<file path="src/logic/wdt_consts.svh">
// Purpose: Offsets, field positions, reset values and counts of the watchdog registers
// Assumes: 32-bit APB, one aligned word per register
// Notes:   Definitions only
`ifndef WDT_CONSTS_SVH
`define WDT_CONSTS_SVH

`define WDT_BASE_ADDR     32'hf000_0000
`define WDT_OFS_ACCESS    32'h0000_0020
`define WDT_OFS_MODE      32'h0000_0024
`define WDT_OFS_STATUS    32'h0000_0028

`define WDT_POS_PROTECT   0
`define WDT_POS_LOCK      1
`define WDT_POS_DIV       2
`define WDT_POS_DIS       3
`define WDT_POS_TIMEOUT   4
`define WDT_POS_PREWARN   5

`define WDT_HW_PASS_HIGH  4'hf
`define WDT_RELOAD_RESET  16'hfffc
`define WDT_TIMEOUT_START 16'hfffc
`define WDT_USER_PW_RESET 8'h00

`define WDT_SLOW_MASK     14'h3fff
`define WDT_FAST_MASK     14'h00ff
`define WDT_PREWARN_CYCLES 12'h800

`endif

</file>
<file path="src/logic/wdt_pkg.sv">
// Purpose: Types shared by the watchdog register logic
// Assumes: Constants come from wdt_consts.svh
// Notes:   State travels as packed structs
package wdt_pkg;

  typedef struct packed {
    logic        endinit;
    logic        lock;
    logic [7:0]  user_password;
    logic [15:0] reload_value;
    logic        clk_div_request;
    logic        disable_request;
    logic        clk_div_status;
    logic        disabled_status;
    logic        timeout_mode_flag;
    logic        prewarning_flag;
    logic [15:0] live_count;
    logic [13:0] prediv;
    logic [11:0] prewarn_cnt;
    logic        nmi;
    logic        rst_req;
    logic        pready;
    logic        pslverr;
    logic [31:0] prdata;
  } wdt_state_s;

  typedef struct packed {
    logic access_error_flag;
    logic overflow_error_flag;
  } wdt_err_s;

endpackage : wdt_pkg

</file>
<file path="src/logic/password_guarded_watchdog_regs.sv">
// Purpose: Password guarded watchdog with APB register access
// Assumes: pclk 40 MHz; presetn is every reset, cold_resetn all but the watchdog one
// Notes:   One wait state on every APB access
`include "wdt_consts.svh"

module password_guarded_watchdog_regs
  import wdt_pkg::*;
(
  input  wire logic        pclk,
  input  wire logic        presetn,
  input  wire logic        cold_resetn,
  input  wire logic        psel,
  input  wire logic        penable,
  input  wire logic        pwrite,
  input  wire logic [31:0] paddr,
  input  wire logic [31:0] pwdata,
  output logic      [31:0] prdata,
  output logic             pready,
  output logic             pslverr,
  output logic             init_done_protect_bit,
  output logic             nmi_trap,
  output logic             chip_reset_req
);

  wdt_state_s s_reg;
  wdt_state_s s_next;
  wdt_err_s   e_reg;
  wdt_err_s   e_next;

  logic        hit_access;
  logic        hit_mode;
  logic        hit_status;
  logic        wr_done;
  logic        pass_ok;
  logic        modify_ok;
  logic        pass_ev;
  logic        modify_ev;
  logic        term_ev;
  logic        acc_err_ev;
  logic        tick;
  logic        ovf_ev;
  logic        err_ev;
  logic        run;

  assign hit_access = paddr == (`WDT_BASE_ADDR + `WDT_OFS_ACCESS);
  assign hit_mode   = paddr == (`WDT_BASE_ADDR + `WDT_OFS_MODE);
  assign hit_status = paddr == (`WDT_BASE_ADDR + `WDT_OFS_STATUS);
  assign wr_done    = psel && penable && s_reg.pready && pwrite;

  // Written lock bit is compared only, never stored
  assign pass_ok = pwdata[`WDT_POS_PROTECT] == s_reg.endinit
                && !pwdata[`WDT_POS_LOCK]
                && pwdata[3:2] == {s_reg.disable_request,
                                   s_reg.clk_div_request}
                && pwdata[7:4] == `WDT_HW_PASS_HIGH
                && pwdata[15:8] == s_reg.user_password
                && pwdata[31:16] == s_reg.reload_value;
  assign modify_ok = pwdata[`WDT_POS_LOCK]
                  && pwdata[3:2] == 2'h0
                  && pwdata[7:4] == `WDT_HW_PASS_HIGH;

  assign pass_ev    = wr_done && hit_access && s_reg.lock && pass_ok;
  assign modify_ev  = wr_done && hit_access && !s_reg.lock && modify_ok;
  assign term_ev    = modify_ev && pwdata[`WDT_POS_PROTECT];
  assign acc_err_ev = wr_done && hit_access
                   && (s_reg.lock ? !pass_ok : !modify_ok);

  assign tick = s_reg.clk_div_status ? ((s_reg.prediv & `WDT_FAST_MASK) == `WDT_FAST_MASK)
                                     : (s_reg.prediv == `WDT_SLOW_MASK);
  // Time-out mode runs even when disabled, so a late modify still trips
  assign run    = (s_reg.timeout_mode_flag || !s_reg.disabled_status)
               && !s_reg.prewarning_flag;
  assign ovf_ev = tick && run && s_reg.live_count == 16'hffff;
  assign err_ev = ovf_ev || acc_err_ev;

  always_comb begin
    s_next         = s_reg;
    e_next         = e_reg;
    s_next.nmi     = 1'b0;
    s_next.pslverr = 1'b0;
    s_next.pready  = psel && penable && !s_reg.pready;
    s_next.prediv  = s_reg.prediv + 14'h0001;
    s_next.prdata  = s_reg.prdata;

    if (tick && run) begin
      s_next.live_count = s_reg.live_count + 16'h0001;
    end

    if (pass_ev) begin
      s_next.lock              = 1'b0;
      s_next.timeout_mode_flag = 1'b1;
      s_next.live_count        = `WDT_TIMEOUT_START;
    end

    // A failed modify relocks too, so the next try needs a fresh password
    if (wr_done && hit_access && !s_reg.lock) begin
      s_next.lock = 1'b1;
    end

    if (modify_ev) begin
      s_next.endinit       = pwdata[`WDT_POS_PROTECT];
      s_next.user_password = pwdata[15:8];
      s_next.reload_value  = pwdata[31:16];
    end

    if (term_ev) begin
      s_next.timeout_mode_flag = 1'b0;
      s_next.clk_div_status    = s_reg.clk_div_request;
      s_next.disabled_status   = s_reg.disable_request;
      s_next.live_count        = pwdata[31:16];
      if (!s_reg.prewarning_flag) begin
        e_next.access_error_flag   = 1'b0;
        e_next.overflow_error_flag = 1'b0;
      end
    end

    if (wr_done && hit_mode && !s_reg.endinit) begin
      s_next.clk_div_request = pwdata[`WDT_POS_DIV];
      s_next.disable_request = pwdata[`WDT_POS_DIS];
    end

    // Set after clear so a same-cycle event is never lost
    if (acc_err_ev) begin
      e_next.access_error_flag = 1'b1;
    end
    if (ovf_ev) begin
      e_next.overflow_error_flag = 1'b1;
    end

    if (s_reg.prewarning_flag) begin
      if (s_reg.prewarn_cnt != 12'h000) begin
        s_next.prewarn_cnt = s_reg.prewarn_cnt - 12'h001;
      end else begin
        s_next.rst_req = 1'b1;
      end
    end else if (err_ev) begin
      s_next.prewarning_flag   = 1'b1;
      s_next.nmi               = 1'b1;
      s_next.prewarn_cnt       = `WDT_PREWARN_CYCLES;
      s_next.timeout_mode_flag = s_reg.timeout_mode_flag | s_next.timeout_mode_flag;
    end

    if (psel && penable && !s_reg.pready) begin
      s_next.prdata = 32'h0000_0000;
      if (!pwrite && hit_access) begin
        s_next.prdata = {s_reg.reload_value, s_reg.user_password, 6'h00,
                         s_reg.lock, s_reg.endinit};
      end else if (!pwrite && hit_mode) begin
        s_next.prdata = {28'h0000000, s_reg.disable_request,
                         s_reg.clk_div_request, 2'h0};
      end else if (!pwrite && hit_status) begin
        s_next.prdata = {s_reg.live_count, 10'h000,
                         s_reg.prewarning_flag, s_reg.timeout_mode_flag,
                         s_reg.disabled_status, s_reg.clk_div_status,
                         e_reg.overflow_error_flag,
                         e_reg.access_error_flag};
      end
      s_next.pslverr = !(hit_access || hit_mode || hit_status);
    end
  end

  always_ff @(posedge pclk or negedge presetn) begin
    if (!presetn) begin
      s_reg.endinit           <= 1'b0;
      s_reg.lock              <= 1'b1;
      s_reg.user_password     <= `WDT_USER_PW_RESET;
      s_reg.reload_value      <= `WDT_RELOAD_RESET;
      s_reg.clk_div_request   <= 1'b0;
      s_reg.disable_request   <= 1'b0;
      s_reg.clk_div_status    <= 1'b0;
      s_reg.disabled_status   <= 1'b0;
      s_reg.timeout_mode_flag <= 1'b1;
      s_reg.prewarning_flag   <= 1'b0;
      s_reg.live_count        <= `WDT_TIMEOUT_START;
      s_reg.prediv            <= 14'h0000;
      s_reg.prewarn_cnt       <= 12'h000;
      s_reg.nmi               <= 1'b0;
      s_reg.rst_req           <= 1'b0;
      s_reg.pready            <= 1'b0;
      s_reg.pslverr           <= 1'b0;
      s_reg.prdata            <= 32'h0000_0000;
    end else begin
      s_reg <= s_next;
    end
  end

  // Error flags sit on the cold reset so a watchdog reset leaves them
  always_ff @(posedge pclk or negedge cold_resetn) begin
    if (!cold_resetn) begin
      e_reg <= '0;
    end else begin
      e_reg <= e_next;
    end
  end

  assign prdata                = s_reg.prdata;
  assign pready                = s_reg.pready;
  assign pslverr               = s_reg.pslverr;
  assign init_done_protect_bit = s_reg.endinit;
  assign nmi_trap              = s_reg.nmi;
  assign chip_reset_req        = s_reg.rst_req;
endmodule : password_guarded_watchdog_regs

</file>
<file path="config.mk">
export PLATFORM = sky130hd
export DESIGN_NAME = password_guarded_watchdog_regs
export DESIGN_NICKNAME = d
export VERILOG_FILES = /design/src/logic/wdt_pkg.sv /design/src/logic/password_guarded_watchdog_regs.sv
export VERILOG_INCLUDE_DIRS = /design/src /design/src/logic
export SDC_FILE = /design/constraint.sdc
export NUM_CORES = 1
export LEC_CHECK = 0
export ABC_CLOCK_PERIOD_IN_PS = 2200
export CELL_PAD_IN_SITES_DETAIL_PLACEMENT = 1
export CELL_PAD_IN_SITES_GLOBAL_PLACEMENT = 2
export CORE_ASPECT_RATIO = 1.25
export CORE_MARGIN = 2
export CORE_UTILIZATION = 37
export DETAILED_ROUTE_END_ITERATION = 7
export DONT_BUFFER_PORTS = 1
export HOLD_SLACK_MARGIN = 0.12
export PLACE_DENSITY = 0.76
export SYNTH_ARGS = -nofsm -noshare
export SYNTH_HDL_FRONTEND = slang
export SYNTH_SLANG_ARGS = --single-unit
</file>
<file path="constraint.sdc">
create_clock -name pclk -period 2.2 [get_ports pclk]
set_input_delay 0.22 -clock pclk [delete_from_list [all_inputs] [get_ports pclk]]
set_output_delay 0.22 -clock pclk [all_outputs]
set_load 0.05 [all_outputs]
</file>
### After elaboration in Yosys (flattened, before gate mapping)

Cells that the tools add are included.

| storage, ports and cells | value |
|---|---|
| flip-flop bits (word level) | 112 |
| input port bits | 70 |
| logic and storage cells | 113 |

| cells by class | value |
|---|---|
| $add $sub $neg | 3 |
| equality and inequality tests | 14 |
| mux-type cells | 23 |
| bitwise logic cells | 2 |
| reduce and logical (&&, ||, !) cells | 51 |

Operator list:

| operator | number |
|---|---|
| $eq 32x32->1 const B | 3 |
| $mux 32 | 3 |
| $mux 16 | 3 |
| $mux 33 | 1 |
| $logic_and 1x1->1 | 26 |
| $mux 12 | 2 |
| $add 16x1->16 const B | 1 |
| $eq 16x16->1 | 1 |
| $eq 16x16->1 const B | 1 |
| $add 14x1->14 const B | 1 |
| $eq 14x14->1 const B | 1 |
| $mux 13 | 1 |
| $reduce_bool 12->1 | 1 |
| $sub 12x1->12 const B | 1 |
| $logic_not 1->1 | 10 |
| $mux 1 | 9 |
| $eq 8x8->1 | 1 |
| $eq 8x8->1 const B | 1 |
| $mux 2 | 4 |
| $reduce_and 2->1 | 4 |
| $reduce_bool 2->1 | 4 |
| $ne 2x1->1 const B | 3 |
| $eq 4x4->1 const B | 1 |
| $logic_or 1x1->1 | 4 |
| 6 further kinds | 6 |

### Depth between registers and ports, before layout

Gate-level depths: netlist (run 1).

| depth | value |
|---|---|
| word-level depth | 12 |
| gate-level depth with buffers | 9 |
| gate-level depth less buffers | 7 |

### Worst setup path after synthesis (run 1)

OpenSTA, ideal clock, no wires.

| timing path | value |
|---|---|
| kind | register -> register |
| from | register, netlist name pready |
| to | register s_reg[69] in the netlist's numbering |
| library setup time | 77 ps |
| arrival time | 2,074 ps |
| data required time | 2,123 ps |
| setup slack | 49 ps |
| stages on the path, launching flop included | 7 |
| buffers on the path | 2 |
| period minus slack after synthesis | 2,151 ps |
| cell sequence | dfrtp_1 nand4_1 or2_2 or3_2 buf_2 buf_6 o21a_1 |

| on the way | value |
|---|---|
| cells in the longest elaborated chain, start to end | 7 |

RTL lines:

| item | RTL line | RTL |
|---|---|---|
| $logic_and 1x1->1 (*) (2 in series) | password_guarded_watchdog_regs.sv:48 | `assign wr_done = psel && penable && s_reg.pready && pwrite;` |
| $logic_and 1x1->1 (*) | password_guarded_watchdog_regs.sv:62, password_guarded_watchdog_regs.sv:63 |  |
| $logic_and 1x1->1 (on tied branches) (2 in series) | password_guarded_watchdog_regs.sv:62, password_guarded_watchdog_regs.sv:63 |  |
| $mux 16 / $logic_and 1x1->1 (equally long branches) | password_guarded_watchdog_regs.sv:89, password_guarded_watchdog_regs.sv:64 |  |
| $mux 16 / $reduce_bool 3->1 (equally long branches) | -- |  |
| end signal: assignment | password_guarded_watchdog_regs.sv:183 | `s_reg <= s_next;` |
| end: declaration | password_guarded_watchdog_regs.sv:25 | `wdt_state_s s_reg;` |

Mark *: on every way between the ends. The rest lies on a longest branch, timed or not.
A chain may end at the register's enable or synchronous reset.

### Worst setup path in the final report (run 1)

| timing path | value |
|---|---|
| from | register s_reg[58] in the netlist's numbering |
| to | register s_reg[43] in the netlist's numbering |

| on the way | value |
|---|---|
| cells in the longest elaborated chain, start to end | 7 |

RTL lines:

| item | RTL line | RTL |
|---|---|---|
| $eq 14x14->1 (no source line) | -- |  |
| $mux 1 | password_guarded_watchdog_regs.sv:68 | `` assign tick = s_reg.clk_div_status ? ((s_reg.prediv & `WDT_FAST_MASK) == `WDT_FAST_MASK) `` |
| $logic_and 1x1->1 (2 in series) | password_guarded_watchdog_regs.sv:73 | `assign ovf_ev = tick && run && s_reg.live_count == 16'hffff;` |
| $logic_or 1x1->1 | password_guarded_watchdog_regs.sv:74 | `assign err_ev = ovf_ev \|\| acc_err_ev;` |
| $reduce_bool 2->1 (no source line) | -- |  |
| $reduce_and 2->1 (no source line) | -- |  |

No other way between the ends.

==> results of run 1 <==
[placed cells by master, fill, tap and decap left out, drive strengths merged, types with 4 or more instances in the layout]
cell	instances
a21oi	6
a222oi	18
a22o	10
a31oi	14
and3	8
buf	38
clkbuf	14
dfrtp	80
dfstp	30
dlygate4sd3	31
inv	25
mux2	27
nand2	43
nand3	20
nand4	16
nor2	25
nor2b	4
nor3	12
nor4	17
nor4b	5
o21ai	8
o22ai	7
or2	5
or3	6
xnor2	36
xor2	22
[timing repair]
item,in CTS,in global routing
setup endpoints to repair,0,19
hold endpoints to repair,155,108
resized for setup,0,8
buffers inserted,0,1
[power groups by stage]
stage / registers, µW / logic (µW) / clock network [µW]
after floorplan: 2070 / 52.8 / 0
after global placement: 2070 / 76.1 / 0
after detailed placement: 2070 / 76.7 / 0
after CTS: 2030 / 130 / 1660
after global routing: 2030 / 140 / 1740
final: 2030 / 131 / 1620
[logic make-up after synthesis]
group | count (synthesis) | synth area share (%)
and+or+nand+nor | 169 | 16.4
DFF | 110 | 49.9
AOI/OAI and AO/OA | 78 | 10.6
buffers and inverters | 76 | 7.74
xor gates and xnor gates | 58 | 9.08
muxes | 28 | 5.61
adders and majority gates | 3 | 0.671
other | 1 | 0.0670
[final timing paths]
path | start | end | cells after the start
worst max-delay path | s_reg[58]$_DFF_PN0_ | s_reg[43]$_DFFE_PN0P_ | 8
worst min-delay path | presetn | s_reg[42]$_DFFE_PN0P_ | 0
worst max register to register | s_reg[58]$_DFF_PN0_ | s_reg[43]$_DFFE_PN0P_ | 8
worst min register to register | s_reg[61]$_DFF_PN0_ | s_reg[61]$_DFF_PN0_ | 1
max in group asynchronous | cold_resetn | e_reg[1]$_DFFE_PN0P_ | 2
min in group pclk | pwdata[0] | e_reg[1]$_DFFE_PN0P_ | 3
[layer usage]
| layer | share of wire (%) | track usage [%] | vias up |
|---|---|---|---|
| met5 | 0 | 0 | - |
| met3 | 5.7 | 4.57 | 25 |
| met2 | 51 | 33.8 | 109 |
| met4 | 2.6 | 8.28 | 0 |
| met1 | 40 | 24.7 | 2118 |
| li1 | - | - | 1909 |
[final cells by class]
class	count	area share [%]
sequential	110	43.3
multi-input combinational	338	37.6
timing repair buffer	69	9.82
clock buffer	14	3.78
tap	182	3.53
inverter	25	1.45
clock inverter	2	0.543
[critical path: stages, from the launching register on]
cell	delay, ns
dfrtp_1	0.36
a41oi_1	0.17
nor4_2	0.28
buf_4	0.17
nand4_1	0.21
or2_4	0.34
o2bb2ai_2	0.17
buf_12	0.17
o22ai_1	0.09
[per-stage QoR]
stage | worst slack (ns) | instance area, µm² | hold WS [ns] | util, %
2_1_floorplan | 0.0490 | 5600 | -0.0756 | -
3_3_place_gp | 0.0939 | 5810 | -0.0754 | 39.0
3_5_place_dp | 0.0142 | 5810 | -0.0754 | 39.0
4_1_cts | 0.0216 | 6400 | -0.456 | 43.0
5_1_grt | 0.0143 | 6450 | -0.462 | 43.3
6_report | 0.111 | 6450 | -0.446 | 43.3
==> impl_metrics.ini, run 1 <==
[run_status]
outcome = complete, but fails checks
violations = hold timing

[clock_network]
cts_tree = built
clock_latency_ns = 0.36
ctsLongestPathBuffers = 2
hold_buffers = 31
path_clk_slew_ns = 0.07
cts_buffers = 9
cts_sinks = 110
h-tree-depth = 3
cts_root_buf = clkbuf_16

[timing]
clock_skew_ns = 0.00775
hold_slack_ns = -0.446
rsz0062_at_grt = no
setup_viol = 0
hold_violations = 108
worstMarginPinSlew_ns = 0.540
fin_crit_sh_pct = 94.9
fmax_ghz = 0.479
slew_headroom_pct = 63.6
period_minus_slack_ns = 2.09
slew_viol_final = 0
setup_tns_ns = 0

[floorplanning]
io_pins = 107
initial_utilization_pct = 37.6
rows = 50
coreArea_um2 = 14900
die_y_um = 141
die_area_um2 = 16100
die_width_um = 114

[placement]
io_buffers = 0
placed_cells = 692
dp_hpwl_mm = 10.9
place_congestion = 0.865

[worst_setup_path]
critPathLaunchType = flop
reg2reg_slack_ns = 0.11
crit_fanout = 14
crit_type = reg2reg
worstPathRequired_ns = 2.43
crit_arrival_ns = 2.32
end_kind = flop

[job]
drv_cap = 0

[layout]
regArea_um2 = 2790
layout.nets = 626
drive_gt1_share_pct = 22.4
largest_reg_flops = 73
multiInputGateArea_um2 = 2430
fill_cells = 1643
antenna_cells = 0
area_delta_synth_final_pct = 15.3
fin_cells = 740

[synth]
ys.flop_type = dfrtp_1
avgSynthCellArea_um2 = 10.7
synth_warnings = 0
yosysMostFrequentCell = dfrtp_1
synth.distinct_cells = 52
synth_cells = 523
netlist.area_leader.share_pct = 35.8
yosys.area.top_type = dfrtp_1
synth_area_leaders = dfrtp_1 (36%), dfstp_2 (14%), xnor2_1 (5.6%)
yosys-top-cells-count = dfrtp_1 (80), nand2_1 (43), xnor2_1 (36)
synth_edf_count = 0
syn_area_um2 = 5600
ys_seq_elements = 110
ys_seq_area_share_pct = 49.9
ys_async_sr_fraction_pct = 100

[power]
leakage_uw = 0.00285
p_switching_uw = 806
swShare_pct = 21.3
p_clk_share_pct = 42.9
vdd_drop_max_mv = 0.347
powerDensity_nw_per_um2 = 587
combinationalPowerShare_pct = 3.5
seq_power_share_pct = 53.7
p_int_uw = 2980
finalPower_uw = 3780

[global_routing]
grt_usage_pct = 20.1
overflow = 0
grt_max_degree = 109
antenna_found_initial = 0
grt_pass1_vias = 4576
grt_pass1_wl_mm = 24.8

[detailed_routing]
drt_iter0_drc = 197
wl_per_cell_um = 20.9
antenna_left = 0
drcViolationCount = 0
dr.pass1.iters = 5
viasPerCell = 5.62
dr_total_vias = 4161
drt-total-wl_mm = 15.4

[min_path]
hp-class = in2async
Power figures use the tool's default switching activity.
==> run 2: changes to the inputs <==
Settings changed: ABC_AREA from default to 1, BUFFER_PORTS_ARGS from default to -buffer_cell sky130_fd_sc_hd__buf_2, CORE_UTILIZATION 37 to 29, DONT_BUFFER_PORTS 1 to default.
==> impl_metrics.ini, run 2 <==
[detailed_routing]
drt_iter0_drc = 226
dr_total_vias = 6327
viasPerCell = 4.72
antenna_left = 0
drt-total-wl_mm = 22.5
wl_per_cell_um = 16.8
dr.pass1.iters = 4
drcViolationCount = 0

[placement]
io_buffers = 104
place_congestion = 0.786
dp_hpwl_mm = 17.5
placed_cells = 1307

[timing]
fin_crit_sh_pct = 90.5
hold_slack_ns = 0.122
fmax_ghz = 0.502
slew_viol_final = 0
setup_viol = 0
hold_violations = 0
period_minus_slack_ns = 1.99
clock_skew_ns = 0.00661

[clock_network]
path_clk_slew_ns = 0.08
post_cts_buffers = 0
cts_buffers = 9
cts_sinks = 110
cts_tree = built
h-tree-depth = 3
clock_latency_ns = 0.36
cts_root_buf = clkbuf_16
ctsLongestPathBuffers = 2

[layout]
final_cell_mix = nand2_1 (316), inv_1 (106), buf_2 (103)
area_delta_synth_final_pct = 18.5
fin_util_pct = 34.8
antenna_cells = 0
drive_gt1_share_pct = 19.8
final_common_cell = nand2_1
largest_reg_flops = 73
fin_cells = 1340
layout.nets = 1120

[worst_setup_path]
cp-startpoint = pwdata[21]
critPathLaunchType = input port
critPathTopFamily = simple AND/OR/NAND/NOR gates
crit_slowest_cell = dlygate4sd3_1
crit_arrival_ns = 2.29
end_kind = flop
crit_top_cell = nand2_1
reg2reg_slack_ns = 0.24
r2r_end = s_reg[39]$_DFFE_PN0P_
cp_slowest_stage_delay_ns = 0.52
crit_fanout = 6
crit_type = in2reg
r2r_cells = 12
reg2reg_from = s_reg[48]$_DFF_PN0_
worstPathCellList = dlygate4sd3_1, buf_2, inv_1, nand2_2, nand2_1, nor2_1, nand2_1, nor2_1, nand2_1, nor2_1, nand2_1, nand2_2, nor2_1, buf_4, nand2_1, nand2_1
cp.depth = 16
crit_path_end = s_reg[64]$_DFFE_PN1P_
path_buf_inv = 4
worstPathRequired_ns = 2.49

[power]
powerDensity_nw_per_um2 = 500
leakage_uw = 0.00407
vdd_drop_max_mv = 0.399
finalPower_uw = 4000

[floorplanning]
die_y_um = 175
die_area_um2 = 24500
rows = 62
die_width_um = 140
initial_utilization_pct = 29.4
coreArea_um2 = 23000
io_pins = 107

[synth]
synth.distinct_cells = 42
yosys-top-cells-count = nand2_1 (318), inv_1 (106), nor2_1 (92)
ys.flop_type = dfrtp_1
synth_area_leaders = dfrtp_1 (30%), nand2_1 (18%), dfstp_2 (12%)
syn_area_um2 = 6750
synth_edf_count = 0
ys_seq_elements = 110
yosys.area.top_type = dfrtp_1
synth_cells = 938
avgSynthCellArea_um2 = 7.20
synth_warnings = 0
netlist.area_leader.share_pct = 29.6
ys_async_sr_fraction_pct = 100
yosysMostFrequentCell = nand2_1
ys_seq_area_share_pct = 41.3

[global_routing]
grt_usage_pct = 18.7
grt_pass1_vias = 6679
grt_pass1_wl_mm = 35.8
overflow = 0
grt_max_degree = 53
antenna_found_initial = 0

[job]
drv_cap = 0

[run_status]
outcome = complete, no violations

[min_path]
hp-class = in2reg
run 2: changes by cell type after synthesis, moves of 10 or more:
cell,previous run,this run
nand2_1,43,318
inv_1,25,106
nor2_1,25,92
nand3_1,20,70
o21ai_0,7,46
mux2_2,27,0
xnor2_1,36,12
a222oi_1,18,0
a31oi_1,14,0
nor4_1,13,2
a22o_1,10,0
o311ai_0,0,10
run 2: layout make-up:
| type | count | area, µm² |
|---|---|---|
| Fill cell | 2899 | 15000 |
| Clock inverter | 7 | 56.3 |
| Timing Repair Buffer | 149 | 928 |
| Tap cell | 288 | 360 |
| Clock buffer | 9 | 225 |
| Sequential cell | 110 | 2790 |
| Inverter | 110 | 413 |
| Multi-Input combinational cell | 667 | 3230 |
run 2: cells by family (layout without fill, tap and decap cells):
group                      after synthesis  count (layout)  share of synthesized area, %
DFF                                    110             110                          41.3
buffers and inverters                  162             275                          11.4
AOI/OAI and AO/OA                       85              85                          7.56
and+or+nand+nor                        547             547                          35.2
adders and majority gates                3               3                         0.556
other                                    1               2                        0.0555
xor gates and xnor gates                30              30                          3.89
run 2: tightest hold or removal path, stage by stage:
cell	delay [ns]
buf_2	0.13
nand2_1	0.06
o21ai_0	0.07
run 2: worst min path at each step:
| stage | slack, ns | endpoint | depth (start not counted) | from |
|---|---|---|---|---|
| after floorplan | -0.08 | chip_reset_req$_DFFE_PN0P_ | 0 | presetn |
| after global placement | 0.02 | e_reg[1]$_DFFE_PN0P_ | 1 | cold_resetn |
| after detailed placement | 0.02 | e_reg[1]$_DFFE_PN0P_ | 1 | cold_resetn |
| after CTS | 0.12 | s_reg[99]$_DFFE_PN1N_ | 3 | pwdata[31] |
| after global routing | 0.14 | s_reg[98]$_DFFE_PN1N_ | 3 | pwdata[30] |
| final | 0.12 | s_reg[99]$_DFFE_PN1N_ | 3 | pwdata[31] |
run 2: repair_timing:
item / CTS / global route
hold endpoints to repair: 42 / 0
resized for setup: 0 / 6
hold buffers: 17 / 0
setup endpoints to repair: 0 / 28
run 2: metal layers:
metal	part of all wire (%)	track usage, %	up-vias
met3	2.0	1.62	24
met1	44	23.7	3060
li1	-	-	3161
met2	51	33.2	82
met5	0	0	-
met4	2.7	7.17	0
run 2: per-stage QoR:
step | TNS [ns] | area, µm² | setup slack [ns]
3_3_place_gp | 0 | 7520 | 0.135
2_1_floorplan | 0 | 6760 | 0.310
4_1_cts | 0 | 7970 | 0.110
5_1_grt | -0.00326 | 8000 | -0.00326
6_report | 0 | 8000 | 0.209
3_5_place_dp | 0 | 7520 | 0.121
run 2: report_power, final:
part           switching, µW  internal [µW]  leakage (µW)
Sequential             0.938           2020       0.00132
Clock                    853            788      0.000142
Combinational            217            118       0.00261
Total                   1070           2930       0.00407
